==> src/sbac_pkg.sv <==
// sbac_pkg: shared constants, pin carriers, command decode and burst address arithmetic
package sbac_pkg;

	localparam int DATA_W         = 16;
	localparam int COL_W          = 5;
	localparam int BANK_W         = 1;
	localparam int ADDR_W         = 11;
	localparam int NUM_BANKS      = 2 ** BANK_W;
	localparam int MEM_WORDS      = 2 ** (BANK_W + COL_W);
	localparam int AP_BIT         = 10;
	localparam int PIPE_STAGES    = 2;
	localparam int SBAC_FIFO_DEPTH = 32;
	localparam logic [1:0] WR_REC_CYC = 2'h2;
	localparam logic [1:0] CL_TWO     = 2'h2;

	// burst length codes as held in the mode setting
	localparam logic [2:0] BURST_COUNT_1    = 3'h0;
	localparam logic [2:0] BURST_COUNT_2    = 3'h1;
	localparam logic [2:0] BURST_COUNT_4    = 3'h2;
	localparam logic [2:0] BURST_COUNT_8    = 3'h3;
	localparam logic [2:0] BURST_COUNT_PAGE = 3'h7;

	typedef enum logic [2:0] {CMD_NOP, CMD_ACT, CMD_RD, CMD_WR, CMD_PRE, CMD_STOP, CMD_SREF, CMD_OTHER} sbac_cmd_e;

	typedef struct packed {
		logic              csN;
		logic              rasN;
		logic              casN;
		logic              weN;
		logic              cke;
		logic              dqm;
		logic [BANK_W-1:0] bank;
		logic [ADDR_W-1:0] addr;
	} sbac_pins_s;

	typedef struct packed {
		logic [BANK_W-1:0] bank;
		logic [COL_W-1:0]  col;
		logic [DATA_W-1:0] data;
	} sbac_wr_s;

	typedef struct packed {
		logic [MEM_WORDS-1:0][DATA_W-1:0]   mem;
		logic [PIPE_STAGES-1:0]             pipeV;
		logic [PIPE_STAGES-1:0][DATA_W-1:0] pipeD;
		logic                               rdAct;
		logic                               rdAp;
		logic [BANK_W-1:0]                  rdBank;
		logic [COL_W-1:0]                   rdStart;
		logic [COL_W-1:0]                   rdK;
		logic                               wrAct;
		logic                               wrAp;
		logic [BANK_W-1:0]                  wrBank;
		logic [COL_W-1:0]                   wrStart;
		logic [COL_W-1:0]                   wrK;
		logic                               wrApPend;
		logic [1:0]                         wrApCnt;
		logic [BANK_W-1:0]                  wrApBank;
		logic [NUM_BANKS-1:0]               bankOpen;
		logic                               selfRef;
		logic                               dqmD;
		logic                               dqOe;
		logic [DATA_W-1:0]                  dqOut;
		logic                               bufReady;
	} sbac_state_s;

	// command decode from the strobes; clock enable low turns every command but self refresh entry into a no-op
	function automatic sbac_cmd_e sbac_decode(input sbac_pins_s p);
		sbac_cmd_e c;
		c = CMD_NOP;
		if (!p.csN) begin
			case ({p.rasN, p.casN, p.weN})
				3'h3: c = CMD_ACT;
				3'h5: c = CMD_RD;
				3'h4: c = CMD_WR;
				3'h2: c = CMD_PRE;
				3'h6: c = CMD_STOP;
				3'h1: c = p.cke ? CMD_OTHER : CMD_SREF;
				3'h7: c = CMD_NOP;
				default: c = CMD_OTHER;
			endcase
			if (!p.cke && c != CMD_SREF) begin
				c = CMD_NOP;
			end
		end
		return c;
	endfunction : sbac_decode

	// index of the last word of a burst, which is also the wrap mask
	function automatic logic [COL_W-1:0] sbac_len_last(input logic [2:0] code);
		logic [COL_W-1:0] m;
		case (code)
			BURST_COUNT_1:    m = COL_W'(0);
			BURST_COUNT_2:    m = COL_W'(1);
			BURST_COUNT_4:    m = COL_W'(3);
			BURST_COUNT_8:    m = COL_W'(7);
			BURST_COUNT_PAGE: m = '1;
			default: m = COL_W'(0);
		endcase
		return m;
	endfunction : sbac_len_last

	// column of burst word k; the wrap mask keeps carries out of the upper bits
	function automatic logic [COL_W-1:0] sbac_burst_col(input logic [COL_W-1:0] start,
		input logic [COL_W-1:0] k, input logic [COL_W-1:0] mask, input logic inter);
		logic [COL_W-1:0] sum;
		sum = start + k;
		return inter ? (start ^ (k & mask)) : ((start & ~mask) | (sum & mask));
	endfunction : sbac_burst_col

	function automatic logic [BANK_W+COL_W-1:0] sbac_mem_idx(input logic [BANK_W-1:0] b,
		input logic [COL_W-1:0] c);
		return {b, c};
	endfunction : sbac_mem_idx

endpackage : sbac_pkg

==> src/sbac_top.sv <==
// sbac_top: burst read and write engine of a synchronous dram, seen from its pins
module sbac_top
	import sbac_pkg::*;
#(
	parameter int FIFO_DEPTH = SBAC_FIFO_DEPTH
) (
	input  wire logic                 clk_sys,
	input  wire logic                 rst_n,
	input  wire sbac_pins_s           pins,
	input  wire logic    [DATA_W-1:0] dqIn,
	input  wire logic           [2:0] burstLenCode,
	input  wire logic                 interleaved,
	input  wire logic           [1:0] casLatency,
	output logic         [DATA_W-1:0] dqOut,
	output logic                      dqOe,
	output logic      [NUM_BANKS-1:0] bankOpen,
	output logic                      selfRefresh,
	output logic                      bufReady
);

	sbac_state_s      s_q;
	sbac_state_s      s_d;
	sbac_cmd_e        cmd;
	logic [COL_W-1:0] last;
	logic [COL_W-1:0] clm1;
	logic             rdEmit;
	logic [COL_W-1:0] rdCol;
	logic [COL_W-1:0] rdCurK;
	logic             rdCurAp;
	logic [BANK_W-1:0] rdCurBk;
	logic             wrWord;
	logic [COL_W-1:0] wrCurK;
	logic             wrCurAp;
	logic [BANK_W-1:0] wrCurBk;
	logic [COL_W-1:0] wrStartNow;
	logic             pushValid;
	sbac_wr_s         pushData;
	logic             pushReady;
	logic             popValid;
	sbac_wr_s         popData;
	logic             popReady;
	logic             pipeSel;

	if (FIFO_DEPTH < 2) begin : g_chk
		$error("sbac_top write buffer depth too small");
	end

	// accepted write words wait here until the array is free of read traffic
	sbac_fifo #(
		.WIDTH ($bits(sbac_wr_s)),
		.DEPTH (FIFO_DEPTH)
	) u_wbuf (
		.clk_sys  (clk_sys),
		.rst_n    (rst_n),
		.inValid  (pushValid),
		.inData   (pushData),
		.inReady  (pushReady),
		.outValid (popValid),
		.outData  (popData),
		.outReady (popReady)
	);

	// command handling, burst generators, read pipeline and array update
	always_comb begin
		s_d        = s_q;
		cmd        = sbac_decode(pins);
		last       = sbac_len_last(burstLenCode);
		// any latency code other than two behaves as three, so the lead follows the same split
		clm1       = (casLatency != CL_TWO) ? COL_W'(CL_TWO) : COL_W'(CL_TWO - 2'h1);
		rdEmit     = 1'b0;
		rdCol      = '0;
		rdCurK     = '0;
		rdCurAp    = 1'b0;
		rdCurBk    = '0;
		wrWord     = 1'b0;
		wrCurK     = '0;
		wrCurAp    = 1'b0;
		wrCurBk    = '0;
		wrStartNow = '0;
		pushValid  = 1'b0;
		pushData   = '0;
		popReady   = 1'b0;
		pipeSel    = (casLatency != CL_TWO);

		if (s_q.selfRef) begin
			cmd = CMD_NOP;
			if (pins.cke) begin
				s_d.selfRef = 1'b0;
			end
		end

		if (s_q.wrApPend) begin
			if (s_q.wrApCnt == 2'h0) begin
				s_d.bankOpen[s_q.wrApBank] = 1'b0;
				s_d.wrApPend               = 1'b0;
			end else begin
				s_d.wrApCnt = s_q.wrApCnt - 2'h1;
			end
		end

		if (cmd == CMD_RD) begin
			rdEmit      = 1'b1;
			rdCurBk     = pins.bank;
			rdCurAp     = pins.addr[AP_BIT];
			rdCol       = pins.addr[COL_W-1:0];
			s_d.rdStart = pins.addr[COL_W-1:0];
			s_d.rdBank  = pins.bank;
			s_d.rdAp    = pins.addr[AP_BIT];
			s_d.rdK     = COL_W'(1);
			s_d.rdAct   = (last != '0);
		end else if (cmd == CMD_WR || cmd == CMD_STOP) begin
			s_d.rdAct = 1'b0;
		end else if (s_q.rdAct) begin
			rdEmit  = 1'b1;
			rdCurK  = s_q.rdK;
			rdCurBk = s_q.rdBank;
			rdCurAp = s_q.rdAp;
			rdCol   = sbac_burst_col(s_q.rdStart, s_q.rdK, last, interleaved);
			s_d.rdK = s_q.rdK + 1'b1;
			if (s_q.rdK == last) begin
				s_d.rdAct = 1'b0;
			end
		end

		if (rdEmit && rdCurAp && ((last - rdCurK) <= clm1)) begin
			s_d.bankOpen[rdCurBk] = 1'b0;
		end

		if (cmd == CMD_WR) begin
			wrWord      = 1'b1;
			wrCurBk     = pins.bank;
			wrCurAp     = pins.addr[AP_BIT];
			wrStartNow  = pins.addr[COL_W-1:0];
			s_d.wrStart = pins.addr[COL_W-1:0];
			s_d.wrBank  = pins.bank;
			s_d.wrAp    = pins.addr[AP_BIT];
			s_d.wrK     = COL_W'(1);
			s_d.wrAct   = (last != '0);
		end else if (cmd == CMD_RD || cmd == CMD_STOP) begin
			s_d.wrAct = 1'b0;
		end else if (s_q.wrAct) begin
			wrWord     = 1'b1;
			wrCurK     = s_q.wrK;
			wrCurBk    = s_q.wrBank;
			wrCurAp    = s_q.wrAp;
			wrStartNow = s_q.wrStart;
			s_d.wrK    = s_q.wrK + 1'b1;
			if (s_q.wrK == last) begin
				s_d.wrAct = 1'b0;
			end
		end

		if (wrWord) begin
			pushValid     = !pins.dqm;
			pushData.bank = wrCurBk;
			pushData.col  = sbac_burst_col(wrStartNow, wrCurK, last, interleaved);
			pushData.data = dqIn;
		end

		if (wrWord && wrCurAp && wrCurK == last) begin
			s_d.wrApPend = 1'b1;
			s_d.wrApCnt  = WR_REC_CYC - 2'h1;
			s_d.wrApBank = wrCurBk;
		end

		// read pipeline: the stage feeding the pins follows the latency setting
		s_d.pipeV[0] = rdEmit;
		s_d.pipeD[0] = s_q.mem[sbac_mem_idx(rdCurBk, rdCol)];
		s_d.pipeV[1] = s_q.pipeV[0];
		s_d.pipeD[1] = s_q.pipeD[0];
		s_d.dqOe     = s_q.pipeV[pipeSel] && !s_q.dqmD;
		s_d.dqOut    = s_q.pipeD[pipeSel];
		s_d.dqmD     = pins.dqm;

		// single port array: reads win, the buffer drains in idle cycles
		popReady = !rdEmit;
		if (popValid && popReady) begin
			s_d.mem[sbac_mem_idx(popData.bank, popData.col)] = popData.data;
		end

		case (cmd)
			CMD_ACT: begin
				s_d.bankOpen[pins.bank] = 1'b1;
			end
			CMD_PRE: begin
				if (pins.addr[AP_BIT]) begin
					s_d.bankOpen = '0;
				end else begin
					s_d.bankOpen[pins.bank] = 1'b0;
				end
			end
			CMD_SREF: begin
				s_d.selfRef = 1'b1;
			end
			default: begin
			end
		endcase

		s_d.bufReady = pushReady;
	end

	always_ff @(posedge clk_sys or negedge rst_n) begin
		if (!rst_n) begin
			s_q <= '0;
		end else begin
			s_q <= s_d;
		end
	end

	assign dqOut       = s_q.dqOut;
	assign dqOe        = s_q.dqOe;
	assign bankOpen    = s_q.bankOpen;
	assign selfRefresh = s_q.selfRef;
	assign bufReady    = s_q.bufReady;
endmodule : sbac_top

==> src/sbac_fifo.sv <==
// sbac_fifo: parameterised flop FIFO with valid and ready on both sides
module sbac_fifo
	import sbac_pkg::*;
#(
	parameter int WIDTH = $bits(sbac_wr_s),
	parameter int DEPTH = SBAC_FIFO_DEPTH
) (
	input  wire logic             clk_sys,
	input  wire logic             rst_n,
	input  wire logic             inValid,
	input  wire logic [WIDTH-1:0] inData,
	output logic                  inReady,
	output logic                  outValid,
	output logic      [WIDTH-1:0] outData,
	input  wire logic             outReady
);

	localparam int AW = $clog2(DEPTH);

	typedef struct packed {
		logic [DEPTH-1:0][WIDTH-1:0] mem;
		logic [AW:0]                 wp;
		logic [AW:0]                 rp;
	} sbac_fifo_st_s;

	sbac_fifo_st_s s_q;
	sbac_fifo_st_s s_d;
	logic          full;
	logic          empty;

	// pointer arithmetic needs a power of two depth
	if (DEPTH < 2 || (DEPTH & (DEPTH - 1)) != 0) begin : g_chk
		$error("sbac_fifo depth must be a power of two of at least 2");
	end

	// extra pointer bit tells full from empty without a counter
	always_comb begin
		s_d      = s_q;
		full     = (s_q.wp[AW] != s_q.rp[AW]) && (s_q.wp[AW-1:0] == s_q.rp[AW-1:0]);
		empty    = (s_q.wp == s_q.rp);
		inReady  = !full;
		outValid = !empty;
		outData  = s_q.mem[s_q.rp[AW-1:0]];
		if (inValid && !full) begin
			s_d.mem[s_q.wp[AW-1:0]] = inData;
			s_d.wp                  = s_q.wp + 1'b1;
		end
		if (outReady && !empty) begin
			s_d.rp = s_q.rp + 1'b1;
		end
	end

	always_ff @(posedge clk_sys or negedge rst_n) begin
		if (!rst_n) begin
			s_q <= '0;
		end else begin
			s_q <= s_d;
		end
	end

endmodule : sbac_fifo

==> config.mk <==
export PLATFORM = sky130hd
export DESIGN_NAME = sbac_top
export DESIGN_NICKNAME = d
export VERILOG_FILES = /design/src/sbac_pkg.sv /design/src/sbac_top.sv /design/src/sbac_fifo.sv
export SDC_FILE = /design/constraint.sdc
export NUM_CORES = 2
export LEC_CHECK = 0
export BUFFER_PORTS_ARGS = -buffer_cell sky130_fd_sc_hd__buf_2
export CELL_PAD_IN_SITES_DETAIL_PLACEMENT = 1
export CELL_PAD_IN_SITES_GLOBAL_PLACEMENT = 1
export CORE_MARGIN = 2
export CORE_UTILIZATION = 53
export CTS_CLUSTER_DIAMETER = 50
export DETAILED_ROUTE_END_ITERATION = 7
export HOLD_SLACK_MARGIN = 0.1
export PLACE_DENSITY = 0.77
export SYNTH_ARGS = -nofsm -noshare
export SYNTH_HDL_FRONTEND = slang
export SYNTH_HIERARCHICAL = 1
export SYNTH_SLANG_ARGS = --single-unit
==> constraint.sdc <==
create_clock -name clk_sys -period 4 [get_ports clk_sys]
set_input_delay 0.2 -clock clk_sys [delete_from_list [all_inputs] [get_ports clk_sys]]
set_output_delay 0.2 -clock clk_sys [all_outputs]
set_load 0.02 [all_outputs]
==> metrics.cfg <==
[sta]
rsz0062_at_grt = no
max_slew_margin_pct = 13.8
fin_crit_sh_pct = 97.8
final_period_minus_worst_setup_slack_ns = 3.91
final.hold.worst_slack_ns = 0.194
worst_margin_pin_slew_ns = 1.29
timing.final.setup_violations = 0
setup_ws_ns = 0.0868
finalHoldViolations = 0
fin_worst_skew_ns = 0.0369
report.final.slew_viol_count = 0
accumulated_negative_setup_slack_ns = 0
timing.fmax_ghz = 0.256

[layout]
post_route_cells_drive_above_1_share_pct = 32.8
instances_no_fill = 8660
multi_input_comb_area_um2 = 36900
area_growth_pct = 14.0
final-seq-area_um2 = 45700
finalCoreUtilization_pct = 60.7
layout.filler_cells = 14900
final_nets = 6406
final_cell_area_um2 = 97400

[synthesis]
yosysWarningCount = 6
most_numerous_cell_types_in_the_synthesized_netlist = dfrtp_1, mux2_2, mux2_1, nand2_1, mux2i_1
synth.most_common_cell = dfrtp_1
ys_ff_latch = 1826
synth-seq-area-share_pct = 53.4
synth_top_area_share_pct = 53.4
mappedNetlistNets = 6332
netlist-cell-type-count = 80
synth.area.top_cells = dfrtp_1, mux2_2, mux2_1, mux2i_1, mux4_2
postSynthCellCount = 6255
ys.flop_type = dfrtp_1
number_of_synthesized_flops_with_an_enable_pin = 0
synth_largest_area_cell = dfrtp_1
synth.cell_area_um2 = 85500
async_reset_ff_share_pct = 100
syn_avg_cell_area_um2 = 13.7

[clock_tree]
clk_root_buffer_cell = clkbuf_16
clkTransAtPathRegs_ns = 0.06
worstSkewPairLatency_ns = 0.85
cts_tree = yes
cts_num_sinks = 1826
clock_tree.buffer_depth = 3
tritoncts.num_buffers = 198
clock_tree.htree_level_count = 4

[placed_design]
gp_routability_congestion = 0.844
dpl-instance-area_um2 = 90000
placed_cells_incl_taps = 8240
numPortBuffers = 57
hpwlAfterDp_um = 152000
placement.setup.worst_slack_ns = 0.0444

[floorplan]
floorplan.rows = 147
die-area_um2 = 165000
fp.dieW_um = 406
initial_utilization_pct = 53.3
floorplan.core_area_um2 = 160000
top_level_ports = 63
die_y_um = 406

[setup_path]
cell_chain_critical_path = ha_1 -> fa_1 -> a31oi_2 -> o211ai_4 -> buf_12 -> nand2_8 -> buf_4 -> a211oi_1 -> a311oi_1 -> or4_1 -> a22oi_1 -> buf_4 -> nand3_1
critical-path-max-stage-delay_ns = 0.70
path_common_cell = buf_4
crit_slowest_cell = or4_1
worst_ep_required_time_ns = 4.69
cp-end-kind = flop
crit_path_max_fanout = 21
timing.setup.critical_path_class = reg2reg
critical_path_buffers_and_inverters = 3
critPathTopFamily = compound AO/OA/AOI/OAI gates
timing.critical_path.from_type = flop
worst_ep_arrival_time_ns = 4.60

[global_routing]
grt_overflow_total = 0
grt_antenna_before_repair = 4
vias_in_the_first_global_route = 61900
grt_first_pass_wirelength_um = 396000
maximum_number_of_pins_on_one_net_before_global_route_repair = 132
all_layer_gr_usage_pct = 31.9

[run_status]
outcome = finished clean

[power]
max-vdd-ir-drop_mv = 0.597
fin_total_pwr_mw = 59.7
total_switching_power_mw = 20.4
pwr-share-clk_pct = 32.1
internal_power_consumption_mw = 39.3
p_per_area_nw_per_um2 = 613
leakage_nw = 46.9
sw_frac_of_total_pct = 34.1
pwr-share-seq_pct = 38.7
p_comb_share_pct = 29.2

[detailed_routing]
post_drt_via_cell_ratio = 6.38
first_pass_iters = 5
post-route-drc-count = 0
detail_route.wl_per_cell_um = 29.9
drt_wl_total_um = 259000
antenna_violating_nets_post_route = 0
initialDrtViolationCount = 3953
vias = 55200

[job]
max-cap-violations = 0

[hold_path]
min_path_type = in2reg

cell type report:
class                           count  area share [%]
Clock buffer                      294            6.11
Tap cell                         2160            2.77
Sequential cell                  1826            46.9
Multi-Input combinational cell   3800            37.8
Inverter                           26           0.100
Timing Repair Buffer              477            5.32
Clock inverter                     75           0.945
Antenna cell                        2         0.00514
worst register-to-register path, delay by kind of cell (launching register included):
| family | cells | cell delay [ns] |
|---|---|---|
| AO/OA/AOI/OAI | 5 | 1.07 |
| adder cells (fa/ha/maj) | 2 | 0.73 |
| buffers and inverters | 3 | 0.63 |
| flip-flops | 1 | 0.40 |
| AND/OR/NAND/NOR | 3 | 0.94 |
metal layers:
layer,track usage [%],part of all wire [%],wire length (µm),vias up
li1,-,-,-,23100
met1,39.8,40,105000,30000
met2,54.7,51,131000,1501
met3,4.10,4.0,10400,586
met4,15.8,5.0,12900,2
met5,0,0.0050,13,-
final timing paths:
path / start / end / slack, ns / cells past startpoint
worst max-delay path: s_q[44]$_DFFE_PN0P_ / s_d[74]$_DFF_PN0_ / 0.09 / 13
worst min-delay path: casLatency[1] / dqOut[0]$_DFF_PN0_ / 0.19 / 4
min in group asynchronous: rst_n / u_wbuf/s_q[583]$_DFFE_PN0P_ / 0.57 / 3
worst max register to register: s_q[44]$_DFFE_PN0P_ / s_d[74]$_DFF_PN0_ / 0.09 / 13
worst min register to register: s_d[78]$_DFF_PN0_ / s_q[78]$_DFF_PN0_ / 0.38 / 0
max in group asynchronous: rst_n / u_wbuf/s_q[114]$_DFFE_PN0P_ / 2.23 / 4
logic make-up (layout without fill, tap and decap cells):
family / after synthesis / in the layout / share of synthesized area [%]
AND/OR/NAND/NOR: 825 / 825 / 4.87
other: 0 / 2 / 0
flip-flops: 1826 / 1826 / 53.4
AO/OA/AOI/OAI: 680 / 681 / 6.07
XOR/XNOR: 42 / 42 / 0.439
adder cells (fa/ha/maj): 35 / 35 / 0.539
multiplexers: 2217 / 2217 / 30.8
buffers and inverters: 630 / 872 / 3.84
layout by cell type (no fill, tap or decap), types with 139 or more instances in the layout:
master,count
buf_4,246
clkbuf_16,203
mux4_2,139
mux2_1,660
mux2i_1,329
nand2_1,371
dfrtp_1,1823
a211oi_1,154
mux2_2,1031
and3_1,151
sequential cells by signal (all words and copies together) (netlist names):
signal / flops
selfRefresh: 1
s_q: 1072
s_d: 17
dqOe: 1
dqOut: 16
bankOpen: 2
u_wbuf/s_q: 716
bufReady: 1
power by group through the flow:
stage	Sequential (mW)	Combinational, mW	Clock, mW
6_report	23.1	17.4	19.2
4_1_cts	23.1	17.2	19.4
2_1_floorplan	22.6	10.6	0
3_5_place_dp	23.3	17.0	0
5_1_grt	23.4	18.3	20.1
3_3_place_gp	23.0	16.4	0
what timing repair did:
| action | 4_1_cts | 5_1_grt |
|---|---|---|
| cloned | 0 | 1 |
| pin swaps | 0 | 2 |
| hold buffers | 46 | 0 |
| endpoints found under the hold margin | 1141 | 0 |
| gates resized for setup | 1 | 14 |
| buffers inserted | 0 | 2 |
| endpoints found under the setup margin | 2 | 150 |
Power figures use the tool's default switching activity.
